[src/rtl/trace_cfg.svh]
// Behaviour
// Decide storage and break from mode, matches
// Begin-trigger stores after trigger until 64 words
// End-trigger stores until trigger, oldest overwritten
// Arming needs enable and arm both set
// Hardware clears arm on end trigger, begin full
// Setting arm clears A, B, C flags
// Contents: change-of-flow, event data, or detail
// A-only: A match sets A, triggers
// A-or-B: either match sets flag, triggers
// A-then-B: B counts after A; then trigger
// Event-only B: B triggers, begin, selects ignored
// A-then-event-B: each B after A triggers
// Detail capture reduces event-only modes, honours selects
// A-and-B: address and data same cycle trigger
// A-and-not-B: address match, data mismatch triggers
// Tagged full modes use only comparator A
// Forced odd-address word data compare never matches; here it still matches when misalign_ok is set
// Inside range sets both flags, triggers
// Outside range sets matching flag, triggers
// Ranges word-accurate tagged, aligned address forced
// Tagged triggering ignores read/write enables
// Four capture modes; normal uses A and B
// Tagged matches come from opcode tracking
// Armed trace read returns invalid, no advance
// Four-bit mode code, unused codes mean A-only
`ifndef TRACE_CFG_SVH
`define TRACE_CFG_SVH

// Register byte offsets
`define OFS_CTRL_FIRST 8'h00
`define OFS_STATUS_CTRL 8'h04
`define OFS_RW_CMP 8'h08
`define OFS_COUNT 8'h0C
`define OFS_TRACE 8'h10
`define OFS_CMP_A 8'h14
`define OFS_CMP_B 8'h18

// First control register fields
`define CTRL_EN 7
`define CTRL_ARM 6
`define CTRL_TTS 5
`define CTRL_BEGIN 4
`define CTRL_BRK 3
`define CTRL_CAP_HI 1
`define CTRL_CAP_LO 0

// Status and control register fields
`define STAT_FLAG_A 7
`define STAT_FLAG_B 6
`define STAT_FLAG_C 5
`define STAT_TRG_HI 3
`define STAT_TRG_LO 0

// Read/write compare register fields
`define RWC_EN_A 3
`define RWC_A 2
`define RWC_EN_B 1
`define RWC_B 0

// Misc values
`define TRACE_INVALID 16'h0000
`define TRG_MODE_MAX 4'h8
`define TRACE_DEPTH 64

`endif

[src/rtl/trace_pkg.sv]
package trace_pkg;

	// Trigger modes in field code order
	typedef enum logic [3:0] {
		TM_A_ONLY,
		TM_A_OR_B,
		TM_A_THEN_B,
		TM_EV_B,
		TM_A_THEN_EV_B,
		TM_A_AND_B,
		TM_A_AND_NOT_B,
		TM_INSIDE,
		TM_OUTSIDE,
		TM_B_ONLY
	} trig_mode_t;

	// Capture modes in field code order
	typedef enum logic [1:0] {
		CM_NORMAL,
		CM_LOOP1,
		CM_DETAIL,
		CM_PROFILE
	} cap_mode_t;

endpackage

[src/rtl/trace_store_controller.sv]
// The address map and the APB slave port are this design's own decisions.
`include "trace_cfg.svh"

module trace_store_controller import trace_pkg::*; #(
	parameter int DEPTH = `TRACE_DEPTH,
	parameter int ADDR_W = 8
) (
	input wire logic mclk,
	input wire logic rst,
	// APB slave
	input wire logic psel,
	input wire logic penable,
	input wire logic pwrite,
	input wire logic [ADDR_W-1:0] paddr,
	input wire logic [31:0] pwdata,
	output logic [31:0] prdata,
	output logic pready,
	output logic pslverr,
	// Core bus cycle
	input wire logic bus_valid,
	input wire logic [15:0] bus_addr,
	input wire logic [15:0] bus_data,
	input wire logic bus_read,
	input wire logic bus_word,
	input wire logic bus_pfetch,
	input wire logic bus_free,
	input wire logic misalign_ok,
	// Change-of-flow item
	input wire logic cof_valid,
	input wire logic [15:0] cof_addr,
	// Opcode tracking: instruction about to execute
	input wire logic tag_valid,
	input wire logic [15:0] tag_addr,
	// Comparator C hit
	input wire logic comp_c_hit,
	// Results
	output logic break_req,
	output logic armed
);

	localparam int PTR_W = $clog2(DEPTH);
	localparam int CNT_W = PTR_W + 1;
	localparam logic [CNT_W-1:0] FULL_CNT = CNT_W'(DEPTH);
	localparam logic [CNT_W-1:0] LAST_CNT = CNT_W'(DEPTH - 1);

	// ------------------------------------------------------------
	// Helpers
	// ------------------------------------------------------------

	// Clear bit 0 to get the word-aligned address
	function automatic logic [15:0] word_align(input logic [15:0] a);
		word_align = {a[15:1], 1'b0};
	endfunction

	// Read/write qualification of a forced compare
	function automatic logic rw_ok(input logic en, input logic want_rd, input logic rd);
		rw_ok = !en || (want_rd == rd);
	endfunction

	// ------------------------------------------------------------
	// Registers
	// ------------------------------------------------------------

	logic dbg_en; // Module enable
	logic tts; // Tagged trigger select
	logic begin_sel; // Begin-trigger select
	logic brk_en; // Break request enable
	logic [1:0] cap_field; // Capture mode code
	logic [3:0] trg_field; // Trigger mode code
	logic flag_a; // Comparator A flag
	logic flag_b; // Comparator B flag
	logic flag_c; // Comparator C flag
	logic rwen_a; // Read/write compare enable A
	logic rw_a; // Read/write select A
	logic rwen_b; // Read/write compare enable B
	logic rw_b; // Read/write select B
	logic [15:0] cmp_a; // Comparator A value
	logic [15:0] cmp_b; // Comparator B value

	// Capture state
	logic triggered; // Trigger seen since arming
	logic seen_a; // A matched in sequence modes
	logic [PTR_W-1:0] wr_ptr; // Next write slot
	logic [CNT_W-1:0] count; // Valid words, saturating
	logic [PTR_W-1:0] rd_ofs; // Readout offset from oldest
	logic pend_v; // Detail data word waiting
	logic [15:0] pend_data; // Detail data word
	logic [15:0] mem [0:DEPTH-1]; // Circular trace buffer

	// ------------------------------------------------------------
	// APB decode
	// ------------------------------------------------------------

	wire setup_ph = psel && !penable;
	wire access_ph = psel && penable;
	wire hit_ctrl = paddr == ADDR_W'(`OFS_CTRL_FIRST);
	wire hit_stat = paddr == ADDR_W'(`OFS_STATUS_CTRL);
	wire hit_rwc = paddr == ADDR_W'(`OFS_RW_CMP);
	wire hit_cnt = paddr == ADDR_W'(`OFS_COUNT);
	wire hit_trc = paddr == ADDR_W'(`OFS_TRACE);
	wire hit_ca = paddr == ADDR_W'(`OFS_CMP_A);
	wire hit_cb = paddr == ADDR_W'(`OFS_CMP_B);
	wire mapped = hit_ctrl || hit_stat || hit_rwc || hit_cnt || hit_trc || hit_ca || hit_cb;
	wire wr_acc = access_ph && pwrite;
	wire wr_ctrl = wr_acc && hit_ctrl;
	wire wr_stat = wr_acc && hit_stat;
	wire wr_rwc = wr_acc && hit_rwc;
	// Arming needs both enable and arm written high
	wire arm_set = wr_ctrl && pwdata[`CTRL_EN] && pwdata[`CTRL_ARM];
	wire trc_rd = access_ph && !pwrite && hit_trc;

	// Zero wait states; unmapped addresses answer an error
	assign pready = access_ph;
	assign pslverr = access_ph && !mapped;

	// ------------------------------------------------------------
	// Mode resolution
	// ------------------------------------------------------------

	// Unused codes fall back to A-only
	wire [3:0] trg_safe = (trg_field > `TRG_MODE_MAX) ? 4'h0 : trg_field;
	wire trig_mode_t raw_mode = trig_mode_t'(trg_safe);
	wire cap_mode_t cap = cap_mode_t'(cap_field);
	wire detail = cap == CM_DETAIL;
	wire profile = cap == CM_PROFILE;
	// Detail capture reduces event-only modes
	wire trig_mode_t mode = !detail ? raw_mode :
		(raw_mode == TM_EV_B) ? TM_B_ONLY :
		(raw_mode == TM_A_THEN_EV_B) ? TM_A_THEN_B : raw_mode;
	wire event_only = (mode == TM_EV_B) || (mode == TM_A_THEN_EV_B);
	// Event-only modes are always begin-trigger
	wire begin_eff = event_only || begin_sel;
	wire full_mode = (mode == TM_A_AND_B) || (mode == TM_A_AND_NOT_B);
	wire active = armed && !profile;

	// ------------------------------------------------------------
	// Comparators
	// ------------------------------------------------------------

	// Tagged compares take the opcode-tracking address
	wire tag_a = tts && (mode != TM_EV_B);
	wire tag_b = tts && !event_only;
	// Read/write enables drop out when tagged
	wire rwa_ok = tts || rw_ok(rwen_a, rw_a, bus_read);
	wire rwb_ok = tts || rw_ok(rwen_b, rw_b, bus_read);
	wire a_valid = tag_a ? tag_valid : (bus_valid && rwa_ok);
	wire [15:0] a_addr = tag_a ? word_align(tag_addr) : bus_addr;
	wire b_valid = tag_b ? tag_valid : (bus_valid && rwb_ok);
	wire [15:0] b_addr = tag_b ? word_align(tag_addr) : bus_addr;
	wire ma = a_valid && (a_addr == cmp_a);
	wire mb = b_valid && (b_addr == cmp_b);
	// Misaligned word data never matches unless memory copes
	wire data_bad = bus_word && bus_addr[0] && !misalign_ok;
	wire db = bus_valid && rwa_ok && (bus_data == cmp_b) && !data_bad;
	wire fa = bus_valid && rwa_ok && (bus_addr == cmp_a);
	// Range address: word-aligned tagged or aligned word access
	wire r_valid = tts ? tag_valid : (bus_valid && rwa_ok);
	wire [15:0] r_addr = (tts || bus_word) ? word_align(tts ? tag_addr : bus_addr) : bus_addr;
	wire ge_a = r_addr >= cmp_a;
	wire le_b = r_addr <= cmp_b;

	// ------------------------------------------------------------
	// Trigger decision per mode
	// ------------------------------------------------------------

	logic set_a; // Raise A flag
	logic set_b; // Raise B flag
	logic trig; // Trigger this cycle

	always_comb begin
		set_a = 1'b0;
		set_b = 1'b0;
		trig = 1'b0;
		case (mode)
			TM_A_ONLY: begin
				set_a = ma;
				trig = ma;
			end
			TM_A_OR_B: begin
				set_a = ma;
				set_b = mb;
				trig = ma || mb;
			end
			TM_B_ONLY, TM_EV_B: begin
				set_b = mb;
				trig = mb;
			end
			TM_A_THEN_B, TM_A_THEN_EV_B: begin
				set_a = ma;
				set_b = mb && seen_a;
				trig = mb && seen_a;
			end
			TM_A_AND_B: begin
				if (tts) begin
					set_a = ma;
					trig = ma;
				end else begin
					set_a = fa && db;
					set_b = fa && db;
					trig = fa && db;
				end
			end
			TM_A_AND_NOT_B: begin
				if (tts) begin
					set_a = ma;
					trig = ma;
				end else begin
					set_a = fa && !db;
					set_b = fa && !db;
					trig = fa && !db;
				end
			end
			TM_INSIDE: begin
				set_a = r_valid && ge_a && le_b;
				set_b = r_valid && ge_a && le_b;
				trig = r_valid && ge_a && le_b;
			end
			TM_OUTSIDE: begin
				set_a = r_valid && !ge_a;
				set_b = r_valid && !le_b;
				trig = r_valid && (!ge_a || !le_b);
			end
			default: begin
				set_a = ma;
				trig = ma;
			end
		endcase
	end

	// ------------------------------------------------------------
	// Storage decision
	// ------------------------------------------------------------

	// What one capture cycle offers to the buffer
	wire detail_item = bus_valid && !bus_pfetch && !bus_free;
	wire item_v = event_only ? trig : (detail ? detail_item : cof_valid);
	wire [15:0] item_word = event_only ? bus_data : (detail ? bus_addr : cof_addr);
	wire trig_act = active && trig;
	// Begin: from trigger, trigger item kept; end: until trigger, trigger item dropped
	wire store_now = active && item_v && !pend_v &&
		(begin_eff ? (triggered || trig) : !trig);
	wire wr_en = (active && pend_v) || store_now;
	wire [15:0] wr_word = pend_v ? pend_data : item_word;
	wire full_hit = begin_eff && wr_en && (count == LAST_CNT);
	wire end_hit = !begin_eff && trig_act;
	wire hw_disarm = active && (full_hit || end_hit);
	wire [CNT_W-1:0] next_count = (count == FULL_CNT) ? count : count + 1'b1;
	wire [PTR_W-1:0] rd_base = wr_ptr - count[PTR_W-1:0];
	wire [PTR_W-1:0] rd_idx = rd_base + rd_ofs;

	// ------------------------------------------------------------
	// Register writes
	// ------------------------------------------------------------

	// Control fields written by software
	always_ff @(posedge mclk) begin
		if (rst) begin
			dbg_en <= 1'b0;
			tts <= 1'b0;
			begin_sel <= 1'b0;
			brk_en <= 1'b0;
			cap_field <= 2'h0;
			trg_field <= 4'h0;
			rwen_a <= 1'b0;
			rw_a <= 1'b0;
			rwen_b <= 1'b0;
			rw_b <= 1'b0;
			cmp_a <= 16'h0000;
			cmp_b <= 16'h0000;
		end else begin
			if (wr_ctrl) begin
				dbg_en <= pwdata[`CTRL_EN];
				tts <= pwdata[`CTRL_TTS];
				begin_sel <= pwdata[`CTRL_BEGIN];
				brk_en <= pwdata[`CTRL_BRK];
				cap_field <= pwdata[`CTRL_CAP_HI:`CTRL_CAP_LO];
			end
			if (wr_stat) begin
				trg_field <= pwdata[`STAT_TRG_HI:`STAT_TRG_LO];
			end
			if (wr_rwc) begin
				rwen_a <= pwdata[`RWC_EN_A];
				rw_a <= pwdata[`RWC_A];
				rwen_b <= pwdata[`RWC_EN_B];
				rw_b <= pwdata[`RWC_B];
			end
			if (wr_acc && hit_ca) begin
				cmp_a <= pwdata[15:0];
			end
			if (wr_acc && hit_cb) begin
				cmp_b <= pwdata[15:0];
			end
		end
	end

	// Arm bit: software sets/clears, hardware clears
	always_ff @(posedge mclk) begin
		if (rst) begin
			armed <= 1'b0;
		end else if (wr_ctrl) begin
			armed <= arm_set;
		end else if (hw_disarm) begin
			armed <= 1'b0;
		end
	end

	// Flags: arming clears, a match in the same cycle wins
	always_ff @(posedge mclk) begin
		if (rst) begin
			flag_a <= 1'b0;
			flag_b <= 1'b0;
			flag_c <= 1'b0;
		end else begin
			flag_a <= (flag_a && !arm_set) || (active && set_a);
			flag_b <= (flag_b && !arm_set) || (active && set_b);
			flag_c <= (flag_c && !arm_set) || (active && comp_c_hit);
		end
	end

	// Sequence state for trigger modes
	always_ff @(posedge mclk) begin
		if (rst || arm_set) begin
			triggered <= 1'b0;
			seen_a <= 1'b0;
		end else begin
			if (trig_act) begin
				triggered <= 1'b1;
			end
			if (active && set_a) begin
				seen_a <= 1'b1;
			end
		end
	end

	// ------------------------------------------------------------
	// Trace buffer
	// ------------------------------------------------------------

	// Pointer and count; arming starts a fresh capture
	always_ff @(posedge mclk) begin
		if (rst || arm_set) begin
			wr_ptr <= '0;
			count <= '0;
			pend_v <= 1'b0;
			pend_data <= 16'h0000;
		end else begin
			if (wr_en) begin
				wr_ptr <= wr_ptr + 1'b1;
				count <= next_count;
			end
			// Detail capture: data word follows its address
			pend_v <= store_now && detail;
			if (store_now && detail) begin
				pend_data <= bus_data;
			end
		end
	end

	// Buffer storage, no reset needed
	always_ff @(posedge mclk) begin
		if (wr_en) begin
			mem[wr_ptr] <= wr_word;
		end
	end

	// Readout walks from the oldest word while disarmed
	always_ff @(posedge mclk) begin
		if (rst || arm_set) begin
			rd_ofs <= '0;
		end else if (trc_rd && !armed) begin
			rd_ofs <= rd_ofs + 1'b1;
		end
	end

	// ------------------------------------------------------------
	// Break request
	// ------------------------------------------------------------

	// Pulse on end trigger or begin-mode buffer full
	always_ff @(posedge mclk) begin
		if (rst) begin
			break_req <= 1'b0;
		end else begin
			break_req <= brk_en && hw_disarm && !wr_ctrl;
		end
	end

	// ------------------------------------------------------------
	// Read data
	// ------------------------------------------------------------

	// Read mux, captured in the setup phase
	wire [31:0] rd_ctrl = {24'h0, dbg_en, armed, tts, begin_sel, brk_en, 1'b0, cap_field};
	wire [31:0] rd_stat = {24'h0, flag_a, flag_b, flag_c, 1'b0, trg_field};
	wire [31:0] rd_rwc = {28'h0, rwen_a, rw_a, rwen_b, rw_b};
	wire [15:0] trc_word = armed ? `TRACE_INVALID : mem[rd_idx];
	wire [31:0] rd_mux = hit_ctrl ? rd_ctrl :
		hit_stat ? rd_stat :
		hit_rwc ? rd_rwc :
		hit_cnt ? {{(32-CNT_W){1'b0}}, count} :
		hit_trc ? {16'h0000, trc_word} :
		hit_ca ? {16'h0000, cmp_a} :
		hit_cb ? {16'h0000, cmp_b} : 32'h0000_0000;

	// Read data register
	always_ff @(posedge mclk) begin
		if (rst) begin
			prdata <= 32'h0000_0000;
		end else if (setup_ph && !pwrite) begin
			prdata <= rd_mux;
		end
	end

endmodule

[config.mk]
export PLATFORM = sky130hd
export DESIGN_NAME = trace_store_controller
export DESIGN_NICKNAME = d
export VERILOG_FILES = /design/src/rtl/trace_pkg.sv /design/src/rtl/trace_store_controller.sv
export VERILOG_INCLUDE_DIRS = /design/src /design/src/rtl
export SDC_FILE = /design/constraint.sdc
export NUM_CORES = 1
export LEC_CHECK = 0
export ABC_AREA = 0
export BUFFER_PORTS_ARGS = -buffer_cell sky130_fd_sc_hd__buf_2
export CORE_MARGIN = 4
export CORE_UTILIZATION = 58
export CTS_BUF_LIST = sky130_fd_sc_hd__clkbuf_4
export CTS_CLUSTER_DIAMETER = 120
export DETAILED_ROUTE_END_ITERATION = 16
export PLACE_DENSITY_LB_ADDON = 0.3
export REMOVE_ABC_BUFFERS = 1
export SLEW_MARGIN = 25
export SYNTH_ARGS = -nofsm -noshare
export SYNTH_HDL_FRONTEND = slang
export SYNTH_SLANG_ARGS = --single-unit
export TNS_END_PERCENT = 5
[constraint.sdc]
create_clock -name mclk -period 5.86 [get_ports mclk]
set_input_delay 0.293 -clock mclk [delete_from_list [all_inputs] [get_ports mclk]]
set_output_delay 0.293 -clock mclk [all_outputs]
set_load 0.01 [all_outputs]
==> summary.txt <==
Run status
  – Outcome: complete, no violations

Critical path
  – Category of the worst setup path capture point: flop
  – Crit path DAT: 5.96 ns
  – Max Fanout on Critical Path: 26
  – Type of the setup path with the least slack: flop to flop
  – Req. time, crit path: 6.61 ns
  – Critical Path Source Type: flop

STA
  – Relative slew margins: 34.5%
  – Total negative slack for setup checks: 0 ns
  – Final hold violation count: 0
  – Slew of the pin with the lowest slew margin: 0.978 ns
  – Portion of the clock cycle consumed by the worst path in the final layout: 88.9%
  – Final slew viol count: 0
  – Worst-case hold slack: 0.131 ns
  – Fmax: 0.192 GHz
  – Post-route clock skew: 0.0942 ns
  – Final setup violation count: 0
  – Setup repair after global routing missed its margin: no
  – Crit path time final: 5.21 ns

Synth
  – Share of flip-flops with an asynchronous set or reset after synthesis: 0%
  – Instance count of the mapped netlist: 2681
  – Synthesized-area fraction occupied by xor and xnor cells: 1.31%
  – Synth unique cells: 80
  – Combinational family with the most area after synthesis: multiplexers
  – Share of synthesized cell area in and, or, nand and nor gates: 5.19%
  – Most instantiated flip-flop cell in the synthesis netlist: sky130_fd_sc_hd__edfxtp_1
  – Number of synthesized flops with an enable pin: 1024
  – Post-Syn Area per Cell: 17.7 µm²
  – Multiplexer share of the synthesized area: 16.6%
  – Area fraction in compound gates after synthesis: 4.12%
  – Yosys warns: 0
  – Number of storage elements in the synthesis netlist: 1129
  – Netlist area before placement: 47400 µm²
  – Area share of fa/ha/maj cells after synthesis: 1.32%
  – Part of the Yosys area used for sequential elements: 69.3%

Placement
  – Placed wire-length estimate: 82.2 mm
  – Last weighted congestion value of the routability-driven placer: 1.04
  – IO Port Bufs: 120

Cells and area
  – Layout cells sized above 1: 33.4%
  – Nets: 3368
  – Post-synthesis to final-layout area growth: 17.5%

Global route
  – Initial antenna violation count: 5
  – First-pass GRT wire length: 186 mm
  – Global route total overflow: 0
  – Maximum number of pins on one net before global-route repair: 65
  – Number of global-route vias before repair: 29100
  – All-layer global routing usage: 29.7%

Route
  – Final routed wirelength across all metal layers: 127 mm
  – 1st-iter DRT viols: 3464
  – Vias per cell: 6.37
  – Number of antenna-violating nets in the routed design: 0
  – Total vias in the final route: 28300
  – Routed WL per cell: 28.5 µm
  – Residual DRC: 0
  – First-pass iteration count of the detailed router: 8

Power and ir drop
  – Cell-internal power: 12.2 mW
  – Static Leakage: 17.9 nW
  – Sw frac: 21.4%
  – Fraction of power consumed by sequential logic: 56.6%
  – Worst ir drop on vdd: 0.223 mV
  – Total power: 15.5 mW
  – Switching pwr: 3.33 mW
  – Total power divided by cell area: 279 nW/µm²
  – Clock power share: 40.1%
  – Combinational fraction of design power: 3.3%

Floorplan
  – Number of cell rows: 104
  – Vertical extent of the die: 294 µm
  – Starting utilization of the core area: 58.7%
  – Number of top-level pins: 154
  – Die area: 86400 µm²
  – Die Wd: 294 µm
  – CORE AREA: 80800 µm²

CTS
  – Post-CTS resize count: 0
  – Number of post-CTS setup repair buffers: 0
  – Cts bufs inserted: 294
  – H-tree level count: 5
  – Clock-pin transition on the worst setup and hold timing paths: 0.07 ns
  – Clock Sinks: 1129
  – CTS tree: done
  – Hold-fix buffers at CTS: 114
  – Root buf cell: sky130_fd_sc_hd__clkbuf_4
  – Clock tree buffer depth: 4
  – Clock latency at the later pin of the worst-skew pair: 1.13 ns

Hold path
  – Worst min path class: input port to flop

Run
  – Max-cap violations: 0
## final timing paths
kind | start | end | slack [ns] | depth (start not counted)
max | tts | mem[23][0] | 0.65 | 14
min reg2reg | pend_data[7] | pend_data[7] | 0.46 | 2
min | pwdata[6] | cmp_b[6] | 0.13 | 4
max reg2reg | tts | mem[23][0] | 0.65 | 14
## power by group through the flow
| stage | Combinational (mW) | Sequential [mW] | Clock [mW] |
|---|---|---|---|
| after floorplan | 0.236 | 8.97 | 0 |
| after global placement | 0.435 | 8.95 | 0 |
| after detailed placement | 0.455 | 8.95 | 0 |
| after CTS | 0.504 | 8.78 | 6.36 |
| after global routing | 0.541 | 8.77 | 6.83 |
| final | 0.509 | 8.78 | 6.23 |
## state kept, by name, indices dropped and copies added, names as in the netlist, 2 cells and up
signal,cells
cmp_b,16
count,7
prdata,16
rd_ofs,6
pend_data,16
trg_field,4
wr_ptr,6
cap,2
cmp_a,16
mem,1024
## cells by family after synthesis
logic type | count (synthesis)
flops | 1129
buf+inv | 230
other cells | 1
fa+ha+maj | 47
compound gates | 302
xor+xnor | 71
mux | 385
simple gates | 516
## cell type report
cell class              count  area (µm²)
clock buffers             395        2970
flip-flops and latches   1129       32900
clock inverters            75         378
inverters                  61         229
fillers                  5072       25100
diodes                      5        12.5
repair buffers            380        3740
well taps                1060        1330
multi-input cells        1337       14200
## per-layer routing
layer	vias to the layer above	track usage, %	wire [µm]
li1	12000	-	-
met1	14300	40.3	47800
met2	1675	46.5	60800
met3	313	6.08	11700
met4	0	15.4	6300
met5	-	0	0
## through the flow
stage	worst slack, ns	cells	area, µm²	utilization (%)
finish	0.649	4442	55700	68.9
global route	0.375	4442	55700	68.9
detailed placement	0.678	3853	51200	63.4
floorplan	-6.61	2527	46700	-
CTS	0.687	4437	55700	68.9
global placement	0.780	3853	51200	63.4
## worst max-delay path: stages, from the launching register on
cell	delay (ns)
sky130_fd_sc_hd__dfxtp_1	0.75
sky130_fd_sc_hd__mux2_2	0.43
sky130_fd_sc_hd__ha_1	0.32
sky130_fd_sc_hd__nand4_1	0.13
sky130_fd_sc_hd__a2111oi_0	0.43
sky130_fd_sc_hd__o21ai_0	0.17
sky130_fd_sc_hd__o211ai_1	0.49
sky130_fd_sc_hd__o211ai_1	0.23
sky130_fd_sc_hd__o2111a_1	0.23
sky130_fd_sc_hd__and4b_1	0.29
sky130_fd_sc_hd__nor3_4	0.42
sky130_fd_sc_hd__nor2_4	0.15
sky130_fd_sc_hd__buf_12	0.21
sky130_fd_sc_hd__nor4_2	0.38
sky130_fd_sc_hd__buf_12	0.23
## synthesized netlist by cell type (18+ instances only)
library cell	n	share of area, %
sky130_fd_sc_hd__a21oi_1	132	1.4
sky130_fd_sc_hd__buf_1	24	0.19
sky130_fd_sc_hd__buf_2	18	0.19
sky130_fd_sc_hd__clkbuf_1	103	0.82
sky130_fd_sc_hd__dfxtp_1	105	4.4
sky130_fd_sc_hd__edfxtp_1	1024	65
sky130_fd_sc_hd__ha_1	42	1.1
sky130_fd_sc_hd__inv_1	61	0.48
sky130_fd_sc_hd__mux2_2	23	0.55
sky130_fd_sc_hd__mux2i_1	40	0.84
sky130_fd_sc_hd__mux4_2	320	15
sky130_fd_sc_hd__nand2_1	222	1.8
sky130_fd_sc_hd__nand2b_1	19	0.25
sky130_fd_sc_hd__nand3_1	39	0.41
sky130_fd_sc_hd__nor2_1	54	0.43
sky130_fd_sc_hd__nor3_1	85	0.90
sky130_fd_sc_hd__o211ai_1	22	0.35
sky130_fd_sc_hd__o21ai_0	32	0.34
sky130_fd_sc_hd__xnor2_1	59	1.1
## cells in the final DEF (no fill, tap or decap), drive strengths merged, types with 19 or more instances in the layout
cell / count
a21oi: 132
buf: 266
clkbuf: 395
clkinv: 67
dfxtp: 105
dlygate4sd3: 114
edfxtp: 1024
ha: 42
inv: 66
mux2: 25
mux2i: 40
mux4: 320
nand2: 223
nand2b: 19
nand3: 39
nor2: 55
nor3: 86
o211ai: 22
o21ai: 34
xnor2: 59
No activity file was read; power rests on OpenSTA's default activity.
